**config.mk**
```make
export PLATFORM = sky130hd
export DESIGN_NAME = tcc_top
export DESIGN_NICKNAME = d
export VERILOG_FILES = /design/src/core/tcc_filt.v /design/src/core/tcc_sync.v /design/src/core/tcc_top.v
export VERILOG_INCLUDE_DIRS = /design/src /design/src/core
export SDC_FILE = /design/constraint.sdc
export NUM_CORES = 1
export LEC_CHECK = 0
export BUFFER_PORTS_ARGS = -buffer_cell sky130_fd_sc_hd__clkbuf_2
export CORE_MARGIN = 5
export CORE_UTILIZATION = 44
export DETAILED_ROUTE_END_ITERATION = 10
export PLACE_DENSITY = 0.78
export SETUP_SLACK_MARGIN = 0.02
export SYNTH_ARGS = -nofsm -noshare
export SYNTH_HDL_FRONTEND = slang
export SYNTH_SLANG_ARGS = --single-unit
export TNS_END_PERCENT = 50
```
**constraint.sdc**
```tcl
create_clock -name CLK -period 2.3 [get_ports CLK]
set_input_delay 0.23 -clock CLK [delete_from_list [all_inputs] [get_ports CLK]]
set_output_delay 0.23 -clock CLK [all_outputs]
set_load 0.02 [all_outputs]
```
**src/core/tcc_map.vh**
```
// Constants for the dual timer common control block.
// Assumes inclusion by bare name from the core files.
`ifndef TCC_MAP_VH
`define TCC_MAP_VH
// ----------------------------------------------------------------------
// Register offsets (byte addresses, index times four)
// ----------------------------------------------------------------------
`define TCC_CTRL_INDEX      8'h01
`define TCC_CTRL_ADDR       12'h004
`define TCC_ISTAT_ADDR      12'h010
`define TCC_IMASK_ADDR      12'h014
// ----------------------------------------------------------------------
// Control field positions
// ----------------------------------------------------------------------
`define TCC_MODE_BIT        7
`define TCC_ROUTE_BIT       6
`define TCC_LOGIC_HI        5
`define TCC_LOGIC_LO        4
`define TCC_OPT_HI          3
`define TCC_OPT_LO          2
`define TCC_B1_BIT          1
`define TCC_B0_BIT          0
// ----------------------------------------------------------------------
// Reset values
// ----------------------------------------------------------------------
`define TCC_CTRL_RST        8'h00
`define TCC_IRQ_RST         2'h0
// ----------------------------------------------------------------------
// Filter timing (clock at 100 MHz)
// ----------------------------------------------------------------------
`define TCC_FILT_SHORT      4'h4
`define TCC_FILT_LONG       4'h8
`endif

```
**src/core/tcc_filt.v**
```verilog
// Glitch filter: output follows input only after it is stable long enough.
// Assumes a synchronised input on the CLK domain.
`timescale 1ns/1ps
module tcc_filt #(
  parameter CW = 4
) (
  input  wire          clk,    // System clock
  input  wire          rstn,   // Sync reset, active low
  input  wire          din,    // Synchronised input
  input  wire [CW-1:0] len,    // Needed stable cycles, 0 = bypass
  output wire          dout    // Filtered level
);
  reg          out_r;
  reg [CW-1:0] cnt_r;
  always @(posedge clk) begin
    if (!rstn) begin
      out_r <= 1'b0;
      cnt_r <= {CW{1'b0}};
    end else if (len == {CW{1'b0}}) begin
      out_r <= din;
      cnt_r <= {CW{1'b0}};
    end else if (din == out_r) begin
      cnt_r <= {CW{1'b0}};
    end else if (cnt_r + 1'b1 >= len) begin
      out_r <= din;
      cnt_r <= {CW{1'b0}};
    end else begin
      cnt_r <= cnt_r + 1'b1;
    end
  end
  assign dout = out_r;
endmodule // tcc_filt

```
**src/core/tcc_sync.v**
```verilog
// Two-stage synchroniser for asynchronous pin inputs.
// Assumes pins are asynchronous to CLK.
`timescale 1ns/1ps
module tcc_sync #(
  parameter W = 2
) (
  input  wire         clk,    // System clock
  input  wire         rstn,   // Sync reset, active low
  input  wire [W-1:0] d,      // Async inputs
  output wire [W-1:0] q       // Synchronised outputs
);
  reg [W-1:0] meta_r;
  reg [W-1:0] sync_r;
  always @(posedge clk) begin
    if (!rstn) begin
      meta_r <= {W{1'b0}};
      sync_r <= {W{1'b0}};
    end else begin
      meta_r <= d;
      sync_r <= meta_r;
    end
  end
  assign q = sync_r;
endmodule // tcc_sync

```
**src/core/tcc_top.v**
```verilog
// Common control of the eight- and sixteen-bit timers, APB slave.
// Assumes timer outputs arrive on CLK; demod pins are asynchronous.
// Operation
// - Mode bit: 0 transmit (reset), 1 demodulation; other fields depend on it.
// - Transmit: bit sets sixteen-bit timer output start level, reset 0.
// - Transmit: bit sets eight-bit timer output start level, reset 0.
// - Demod: sticky falling-edge flag; write 1 clears, 0 no effect.
// - Demod: sticky rising-edge flag; write 1 clears, 0 no effect.
// - Transmit: 00 normal, 01 ping-pong, 10 force low, 11 force high.
// - Demod: filter 00 none, 01 four cycles, 10 eight cycles, 11 reserved.
// - Transmit: combine timer outputs 00 AND, 01 OR, 10 NOR, 11 NAND.
// - Demod: edges 00 falling, 01 rising, 10 both, 11 reserved.
// - Transmit: route bit 0 port output, 1 combined timer output on pin.
// - Demod: route bit 0 primary input pin, 1 alternate input pin.
// - Reset defaults apply; logic field survives stop recovery, cleared on full reset.
// - Edge detector pulses on edges chosen by bits 5 and 4.
// - Filter drops pulses narrower than bits 3 and 2 select, before edges.
//
// Implementation choice: the APB register port.
`timescale 1ns/1ps
`include "tcc_map.vh"
module tcc_top (
  input  wire        CLK,          // System clock, 100 MHz
  input  wire        RSTN,         // Full reset, sync, active low
  input  wire        STOP_RECOVER_N, // Stop-mode recovery reset, active low
  input  wire [11:0] PADDR,        // APB address
  input  wire        PSEL,         // APB select
  input  wire        PENABLE,      // APB enable
  input  wire        PWRITE,       // APB direction
  input  wire [31:0] PWDATA,       // APB write data
  output reg  [31:0] PRDATA,       // APB read data
  output reg         PREADY,       // APB ready
  output reg         PSLVERR,      // APB error
  input  wire        SHORT_TIMER_OUTPUT, // Eight-bit timer output
  input  wire        LONG_TIMER_OUTPUT,  // Sixteen-bit timer output
  input  wire        PING_PONG_SEL, // Ping-pong: 1 selects sixteen-bit timer
  input  wire        PORT_OUT_DATA, // Ordinary port data for shared pin
  input  wire        PRIMARY_DEMOD_INPUT_PIN,   // Demod input pin
  input  wire        ALTERNATE_DEMOD_INPUT_PIN, // Alternate demod pin
  output reg         SHARED_OUTPUT_PIN, // Shared output pin level
  output reg         LONG_INIT_LEVEL,   // Sixteen-bit timer start level
  output reg         SHORT_INIT_LEVEL,  // Eight-bit timer start level
  output reg         DEMOD_MODE,        // High in demodulation mode
  output reg         POS_EDGE,          // Rising edge pulse
  output reg         NEG_EDGE,          // Falling edge pulse
  output reg         IRQ                // Interrupt, level, active high
);
  // ----------------------------------------------------------------------
  // Field codes
  // ----------------------------------------------------------------------
  localparam [1:0] OPT_NORMAL = 2'h0;
  localparam [1:0] OPT_PING   = 2'h1;
  localparam [1:0] OPT_LOW    = 2'h2;
  localparam [1:0] OPT_HIGH   = 2'h3;
  localparam [1:0] FLT_NONE   = 2'h0;
  localparam [1:0] FLT_SHORT  = 2'h1;
  localparam [1:0] FLT_LONG   = 2'h2;
  localparam [1:0] CMB_AND    = 2'h0;
  localparam [1:0] CMB_OR     = 2'h1;
  localparam [1:0] CMB_NOR    = 2'h2;
  localparam [1:0] CMB_NAND   = 2'h3;
  localparam [1:0] EDG_FALL   = 2'h0;
  localparam [1:0] EDG_RISE   = 2'h1;
  localparam [1:0] EDG_BOTH   = 2'h2;

  // ----------------------------------------------------------------------
  // Control register
  // ----------------------------------------------------------------------
  reg  [7:0] ctrl_r;
  reg        fall_flag_r;
  reg        rise_flag_r;
  reg  [1:0] istat_r;
  reg  [1:0] imask_r;
  // Field views of the control register
  wire       mode   = ctrl_r[`TCC_MODE_BIT];
  wire       route  = ctrl_r[`TCC_ROUTE_BIT];
  wire [1:0] logic_sel = ctrl_r[`TCC_LOGIC_HI:`TCC_LOGIC_LO];
  wire [1:0] opt    = ctrl_r[`TCC_OPT_HI:`TCC_OPT_LO];

  function is_addr;
    input [11:0] a;
    input [11:0] b;
    begin
      is_addr = (a == b);
    end
  endfunction

  // Edge select: 00 falling, 01 rising, 10 both, 11 none
  function edge_on;
    input [1:0] sel;
    input       rising;
    begin
      case (sel)
        EDG_FALL: edge_on = !rising;
        EDG_RISE: edge_on = rising;
        EDG_BOTH: edge_on = 1'b1;
        default:  edge_on = 1'b0;
      endcase
    end
  endfunction

  // Access phase taken once; ready answers one cycle later
  wire acc     = PSEL && PENABLE && !PREADY;
  wire wr      = acc && PWRITE;
  wire rd      = acc && !PWRITE;
  wire hit_ctl = is_addr(PADDR, `TCC_CTRL_ADDR);
  wire hit_sta = is_addr(PADDR, `TCC_ISTAT_ADDR);
  wire hit_msk = is_addr(PADDR, `TCC_IMASK_ADDR);
  wire mapped  = hit_ctl || hit_sta || hit_msk;

  // ----------------------------------------------------------------------
  // Demodulator input path
  // ----------------------------------------------------------------------
  wire [1:0] pins_s;
  wire       filt;
  reg        filt_d_r;
  reg  [3:0] flen;
  // Both pins synchronised so a route change sees settled levels
  tcc_sync #(.W(2)) u_sync (
    .clk  (CLK),
    .rstn (RSTN),
    .d    ({ALTERNATE_DEMOD_INPUT_PIN, PRIMARY_DEMOD_INPUT_PIN}),
    .q    (pins_s)
  );
  wire demod_in = route ? pins_s[1] : pins_s[0];

  always @* begin
    case (opt)
      FLT_NONE:  flen = 4'h0;
      FLT_SHORT: flen = `TCC_FILT_SHORT;
      FLT_LONG:  flen = `TCC_FILT_LONG;
      default:   flen = 4'h0;
    endcase
  end

  // Filter only acts in demod mode
  tcc_filt #(.CW(4)) u_filt (
    .clk  (CLK),
    .rstn (RSTN),
    .din  (demod_in),
    .len  (mode ? flen : 4'h0),
    .dout (filt)
  );

  // ----------------------------------------------------------------------
  // Edge detection on the filtered level
  // ----------------------------------------------------------------------
  wire rise_raw = filt && !filt_d_r;
  wire fall_raw = !filt && filt_d_r;
  wire rise_ev  = mode && rise_raw && edge_on(logic_sel, 1'b1);
  wire fall_ev  = mode && fall_raw && edge_on(logic_sel, 1'b0);

  // ----------------------------------------------------------------------
  // Transmit output combining
  // ----------------------------------------------------------------------
  reg comb;
  reg tx_out;
  always @* begin
    case (logic_sel)
      CMB_AND:  comb = SHORT_TIMER_OUTPUT & LONG_TIMER_OUTPUT;
      CMB_OR:   comb = SHORT_TIMER_OUTPUT | LONG_TIMER_OUTPUT;
      CMB_NOR:  comb = ~(SHORT_TIMER_OUTPUT | LONG_TIMER_OUTPUT);
      CMB_NAND: comb = ~(SHORT_TIMER_OUTPUT & LONG_TIMER_OUTPUT);
      default:  comb = SHORT_TIMER_OUTPUT & LONG_TIMER_OUTPUT;
    endcase
  end
  always @* begin
    case (opt)
      OPT_NORMAL: tx_out = comb;
      OPT_PING:   tx_out = PING_PONG_SEL ? LONG_TIMER_OUTPUT : SHORT_TIMER_OUTPUT;
      OPT_LOW:    tx_out = 1'b0;
      OPT_HIGH:   tx_out = 1'b1;
      default:    tx_out = comb;
    endcase
  end

  // ----------------------------------------------------------------------
  // Registers and bus
  // ----------------------------------------------------------------------
  wire       wr_ctl = wr && hit_ctl;
  wire [1:0] ev     = {rise_ev, fall_ev};
  reg  [7:0] ctrl_nxt;
  reg        fall_flag_nxt;
  reg        rise_flag_nxt;
  reg  [1:0] istat_nxt;
  reg  [1:0] imask_nxt;
  reg [31:0] prdata_nxt;
  reg        pin_nxt;
  reg        irq_nxt;

  // Control register: stop recovery spares the logic field
  always @* begin
    ctrl_nxt = ctrl_r;
    if (!STOP_RECOVER_N) begin
      ctrl_nxt[`TCC_MODE_BIT]           = 1'b0;
      ctrl_nxt[`TCC_ROUTE_BIT]          = 1'b0;
      ctrl_nxt[`TCC_OPT_HI:`TCC_OPT_LO] = 2'h0;
      ctrl_nxt[`TCC_B1_BIT]             = 1'b0;
      ctrl_nxt[`TCC_B0_BIT]             = 1'b0;
    end else if (wr_ctl) begin
      ctrl_nxt[7:2] = PWDATA[7:2];
      // Demod writes leave the stored start levels alone
      if (!PWDATA[`TCC_MODE_BIT]) begin
        ctrl_nxt[1:0] = PWDATA[1:0];
      end
    end
  end

  // Sticky edge flags: set wins over write-one clear
  always @* begin
    fall_flag_nxt = fall_flag_r;
    rise_flag_nxt = rise_flag_r;
    if (fall_ev) begin
      fall_flag_nxt = 1'b1;
    end else if (wr_ctl && PWDATA[`TCC_B0_BIT]) begin
      fall_flag_nxt = 1'b0;
    end
    if (rise_ev) begin
      rise_flag_nxt = 1'b1;
    end else if (wr_ctl && PWDATA[`TCC_B1_BIT]) begin
      rise_flag_nxt = 1'b0;
    end
  end

  // Status clears on read; an event in the read cycle is kept
  always @* begin
    imask_nxt = imask_r;
    istat_nxt = istat_r | ev;
    if (wr && hit_msk) begin
      imask_nxt = PWDATA[1:0];
    end
    if (rd && hit_sta) begin
      istat_nxt = ev;
    end
  end

  // Read data: demod control reads show the flags in bits 1:0
  always @* begin
    prdata_nxt = 32'h0;
    if (rd && hit_ctl) begin
      prdata_nxt[7:0] = mode ? {ctrl_r[7:2], rise_flag_r, fall_flag_r} : ctrl_r;
    end else if (rd && hit_sta) begin
      prdata_nxt[1:0] = istat_r;
    end else if (rd && hit_msk) begin
      prdata_nxt[1:0] = imask_r;
    end
  end

  // Pin and interrupt next values
  always @* begin
    pin_nxt = PORT_OUT_DATA;
    if (!mode && route) begin
      pin_nxt = tx_out;
    end
    irq_nxt = |(istat_r & imask_r);
  end

  // ----------------------------------------------------------------------
  // Register update
  // ----------------------------------------------------------------------
  always @(posedge CLK) begin
    if (!RSTN) begin
      ctrl_r      <= `TCC_CTRL_RST;
      fall_flag_r <= 1'b0;
      rise_flag_r <= 1'b0;
      istat_r     <= `TCC_IRQ_RST;
      imask_r     <= `TCC_IRQ_RST;
      filt_d_r    <= 1'b0;
      PRDATA      <= 32'h0;
      PREADY      <= 1'b0;
      PSLVERR     <= 1'b0;
    end else begin
      ctrl_r      <= ctrl_nxt;
      fall_flag_r <= fall_flag_nxt;
      rise_flag_r <= rise_flag_nxt;
      istat_r     <= istat_nxt;
      imask_r     <= imask_nxt;
      filt_d_r    <= filt;
      PRDATA      <= prdata_nxt;
      PREADY      <= acc;
      PSLVERR     <= acc && !mapped;
    end
  end

  // ----------------------------------------------------------------------
  // Registered outputs
  // ----------------------------------------------------------------------
  always @(posedge CLK) begin
    if (!RSTN) begin
      SHARED_OUTPUT_PIN <= 1'b0;
      LONG_INIT_LEVEL   <= 1'b0;
      SHORT_INIT_LEVEL  <= 1'b0;
      DEMOD_MODE        <= 1'b0;
      POS_EDGE          <= 1'b0;
      NEG_EDGE          <= 1'b0;
      IRQ               <= 1'b0;
    end else begin
      SHARED_OUTPUT_PIN <= pin_nxt;
      LONG_INIT_LEVEL   <= ctrl_r[`TCC_B0_BIT];
      SHORT_INIT_LEVEL  <= ctrl_r[`TCC_B1_BIT];
      DEMOD_MODE        <= mode;
      POS_EDGE          <= rise_ev;
      NEG_EDGE          <= fall_ev;
      IRQ               <= irq_nxt;
    end
  end
endmodule // tcc_top
```
* Word-level counts from Yosys, hierarchy flattened
Cells that the tools add are included.
Cells by class: add/subtract/negate cells 1, order comparisons 1, equal/unequal tests 11, muxes and demuxes 21, bitwise logic cells 8, reductions and logical operators 42
Operators with widths (number):
- $eq A12 B5 Y1 const B | 2
- $logic_and A1 B1 Y1 | 19
- $eq A12 B3 Y1 const B | 1
- $mux W1 | 12
- $reduce_and A2 Y1 | 5
- $eq A2 B2 Y1 const B | 4
- $mux W2 | 4
- $mux W8 | 1
- $pmux W1 S4 | 2
- $pmux W4 S2 | 1
- $logic_not A1 Y1 | 6
- $reduce_bool A2 Y1 | 3
- $reduce_or A2 Y1 | 3
- $add A4 B1 Y4 const B | 1
- $eq A2 B1 Y1 const B | 2
- $ge A4 B4 Y1 | 1
- $logic_not A2 Y1 | 2
- $logic_not A4 Y1 | 1
- $mux W4 | 1
- $not A1 Y1 | 4
- $reduce_or A4 Y1 | 1
- $and A2 B2 Y2 | 1
- $logic_or A1 B1 Y1 | 2
- $ne A2 B1 Y1 const B | 1
- other kinds (4) | 4
Word-level totals: flip-flop bits (word level) 65, input port bits 56, output and inout port bits 41, word-level logic and storage cells 108

* Longest topological paths before layout
word-level depth 7, gate-level depth with buffers 8, depth with buffers taken out 7

* By module
From an unflattened synthesis, not the netlist that was laid out.
Second synthesis, totals: cells, all modules 209, area total of the unflattened synthesis 2010.7 µm²
By module, submodules not included:
- tcc_top | instances 1, cells each 169, area an instance 1614.0 µm², sequential area each 640.6 µm²
- tcc_filt | instances 1, cells each 32, area an instance 291.5 µm², sequential area each 100.1 µm²
- tcc_sync | instances 1, cells each 8, area an instance 105.1 µm², sequential area each 80.1 µm²

* Least setup slack after synthesis
Ideal clock, no wire load.
kind register -> register, start reg u_filt.cnt_r[0], end reg u_filt.cnt_r[3], library setup time 0.066 ns, arrival 1.762 ns, data required time 2.234 ns, slack 0.471 ns, stages on the path, launching flop included 8, path buffers 0, clock period less this slack 1.829 ns, cells stage by stage dfxtp_1 -> ha_1 -> xnor2_1 -> ha_1 -> a21bo_2 -> a221oi_1 -> nand3_1 -> nor2b_1
On the way: cells in the longest elaborated chain, start to end 3
RTL lines:
- start, declared | line tcc_filt.v:14 | reg [CW-1:0] cnt_r;
- start signal, assigned | line tcc_filt.v:18 | cnt_r <= {CW{1'b0}};
- start signal, assigned | line tcc_filt.v:21 | cnt_r <= {CW{1'b0}};
- start signal, assigned | line tcc_filt.v:23 | cnt_r <= {CW{1'b0}};
- $add A4 B1 Y4 * | line tcc_filt.v:24, tcc_filt.v:28
- $ge A4 B4 Y1 | line tcc_filt.v:24 | end else if (cnt_r + 1'b1 >= len) begin
- $reduce_or A4 Y1 (no line)
Mark *: on every way between the ends. The rest lies on a longest branch, timed or not. A chain may end at the register's enable or synchronous reset.

* Worst setup path in the final report
start reg u_filt.cnt_r[0], end reg u_filt.cnt_r[2]
The elaborated chain is that of the path after synthesis.

==> key figures <==
Yosys
  – Area contributors post-synth: dfxtp_1 (43%), buf_4 (9.5%), ha_1 (5.3%)
  – Multiplexer area fraction after synthesis: 0.0526
  – XOR/XNOR Fraction of Synth Area: 0.0138
  – EDFF count, synth: 0
  – Synth Warn #: 0
  – Cell area after synthesis: 1900 um2
  – Cells after Synth: 203
  – Area leader, netlist: dfxtp_1
  – Adder-cell share of the synthesized area: 0.0526
  – Compound-Gate Fraction of Synth Area: 0.0934
  – Synth cell types: 43
  – Post-synthesis sequential area ratio: 0.432
  – Largest family of logic cells by synthesized area: simple AND/OR/NAND/NOR gates
  – Ys async rst share: 0
  – Syn Area/Cell: 9.37 um2
  – Simple logic cell fraction of the synthesized area: 0.228
  – Area fraction of the dominant cell type after synthesis: 0.432
  – Yosys reg bits: 41
  – Top_reg_cell synth: dfxtp_1

Worst setup path
  – Setup crit end kind: register
  – Crit Path Category: register to register
  – Worst Path Max Fanout: 4
  – Worst Path Arrival: 2.28 ns
  – Crit path launch type: register
  – Worst Path Required: 2.53 ns

Pwr
  – PD cells: 641 nW/um2
  – Pleak: 0.991 nW
  – Peak VDD IR: 0.323 mV

Place
  – Dpl cell area: 2090 um2
  – RePlAce Congestion: 0.851
  – HPWL Detailed: 2950 um
  – Port bufs: 48

Die
  – Starting Density: 0.446
  – Row count: 24
  – IO Pins: 97
  – Height of the die: 75.7 um
  – DIE AREA: 5740 um2
  – Die width: 75.7 um
  – Core Area: 4260 um2

Clocking
  – CTS tree: built
  – Worst skew pair latency: 0.29 ns
  – Num CTS Buffers: 5
  – Clk sinks: 41
  – Hold-fix buffers, CTS: 0
  – Register clock-pin slew on the reported worst setup and hold paths: 0.07 ns
  – H-tree level count: 2
  – CTS Root Cell: clkbuf_8
  – Clock Path Buffers: 2
  – PostCTS Resize Cnt: 0
  – Postcts setup bufs: 0

Timing
  – Max_slew headroom: 0.601
  – Max-slew violations: 0
  – Minimum clock period: 2.05 ns
  – Slew @ Worst Pin: 0.590 ns
  – Setup violators final: 0
  – Setup TNS: 0 ns
  – RSZ-0062 raised after global routing: false
  – Final Cycle Share: 0.889
  – Achievable frequency: 489 MHz
  – Worst Skew: 0.00277 ns
  – Endpoints failing hold: 0

Layout
  – Area added between synthesis and finish: 16.1%
  – Number of antenna diodes: 0
  – Layout cell share with drive strength beyond 1: 0.258
  – Nets@finish: 315
  – Fillers: 422
  – Finished Cell Area: 2210 um2

Run status
  – Outcome: completed

Detailed routing
  – Via count: 1502
  – Drt first pass iters: 4
  – Wirelength per Cell: 12.6 um
  – Remaining routing DRC violations: 0
  – WL final: 3830 um
  – DRT iter0 DRCs: 69
  – Via density per instance: 4.94
  – Post-DRT Antenna Nets: 0

Global route
  – First-pass GRT wire length: 6000 um
  – Largest net degree at the start of global routing: 27
  – Initial antenna violation count: 0
  – Total gr overflow: 0
  – Vias in the first global route: 1342
  – GRT Resource Usage Total: 0.140

Worst hold path
  – HP Class: primary input to register

Job
  – Max-cap violations: 0
layout make-up:
cell class	count	area (um2)	area share
clock buffers	7	86.3	0.0391
clock inverters	1	30.0	0.0136
inverters	8	30.0	0.0136
multi-input cells	146	927	0.420
flip-flops and latches	41	821	0.372
well taps	52	65.1	0.0295
repair buffers	49	248	0.112
sequential cells by signal, indices dropped and copies added (netlist names):
| name | count |
|---|---|
| POS_EDGE | 1 |
| u_filt.cnt_r | 4 |
| IRQ | 1 |
| SHORT_INIT_LEVEL | 1 |
| fall_flag_r | 1 |
| PRDATA | 8 |
| SHARED_OUTPUT_PIN | 1 |
| LONG_INIT_LEVEL | 1 |
| NEG_EDGE | 1 |
| imask_r | 2 |
| u_sync.meta_r | 2 |
| rise_flag_r | 1 |
| u_filt.dout | 1 |
| istat_r | 2 |
| ctrl_r | 8 |
| DEMOD_MODE | 1 |
| u_sync.q | 2 |
| PREADY | 1 |
| PSLVERR | 1 |
| filt_d_r | 1 |
stage by stage:
step           utilization  std cells  total power [mW]  hold WS, ns  setup slack [ns]
2_1_floorplan            -        226             0.832        0.357             0.471
3_3_place_gp         0.490        296             0.839        0.416             0.281
3_5_place_dp         0.490        296             0.841        0.424             0.268
4_1_cts              0.518        304              1.43        0.131             0.233
5_1_grt              0.518        304              1.47        0.138            0.0424
6_report             0.518        304              1.41        0.140             0.254
power by group:
part	switching, mW	internal, mW	leakage (nW)
logic	0.0757	0.0325	0.601
registers	0.00203	0.716	0.332
clock network	0.234	0.354	0.0585
total	0.312	1.10	0.991
synthesized netlist by cell type (4+ instances only):
cell type	count
nor3_1	4
ha_1	8
dfxtp_1	41
nand3_1	16
clkbuf_1	4
nor2_1	7
buf_4	24
o21ai_0	6
and2_1	12
a21oi_1	9
mux2i_1	10
inv_1	8
nand2_1	11
layout by cell type (no fill, tap or decap), types with 2 or more instances in the layout:
master    synthesis  layout
and3_1            3       3
nand3b_1          2       2
dfxtp_1          41      41
nor3_1            4       4
nor2_1            7       7
and3b_1           2       2
clkbuf_8          0       6
nand3_1          16      16
o22ai_1           2       2
inv_1             8       8
conb_1            1      24
a31o_1            2       2
clkbuf_2          0      48
nand2_1          11      11
mux2i_1          10      10
and2_1           12      12
xnor2_1           3       3
nor4_1            3       3
ha_1              8       8
a21oi_1           9       9
a31o_2            2       2
o21ai_0           6       6
layer usage:
metal | global-route usage | share of wire | up-vias
li1 | - | - | 748
met1 | 0.168 | 0.41 | 683
met2 | 0.225 | 0.47 | 62
met3 | 0.0541 | 0.091 | 9
met4 | 0.0524 | 0.022 | 0
met5 | 0 | 0 | -
final timing paths:
check | slack [ns] | depth (start not counted) | from | end
hold / removal | 0.14 | 2 | ALTERNATE_DEMOD_INPUT_PIN | u_sync.meta_r[1]$_SDFF_PN0_
hold reg to reg | 0.44 | 1 | u_sync.meta_r[1]$_SDFF_PN0_ | u_sync.q[1]$_SDFF_PN0_
setup / recovery | 0.25 | 7 | u_filt.cnt_r[0]$_SDFF_PP0_ | u_filt.cnt_r[2]$_SDFF_PP0_
setup reg to reg | 0.25 | 7 | u_filt.cnt_r[0]$_SDFF_PP0_ | u_filt.cnt_r[2]$_SDFF_PP0_
cells by family (layout without fill, tap and decap cells):
family,Yosys count,in the layout
other,1,24
AO/OA/AOI/OAI,28,28
XOR/XNOR,3,3
flip-flops,41,41
adder cells (fa/ha/maj),8,8
AND/OR/NAND/NOR,73,73
multiplexers,10,10
buffers and inverters,39,65
worst max-delay path, cell delays in order, from the launching register on:
cell,delay (ns)
dfxtp_1,0.33
ha_1,0.23
xnor2_1,0.20
ha_1,0.26
a21bo_2,0.19
a221oi_1,0.40
nand3_1,0.23
nor2_1,0.14
(Power assumes the default switching activity.)
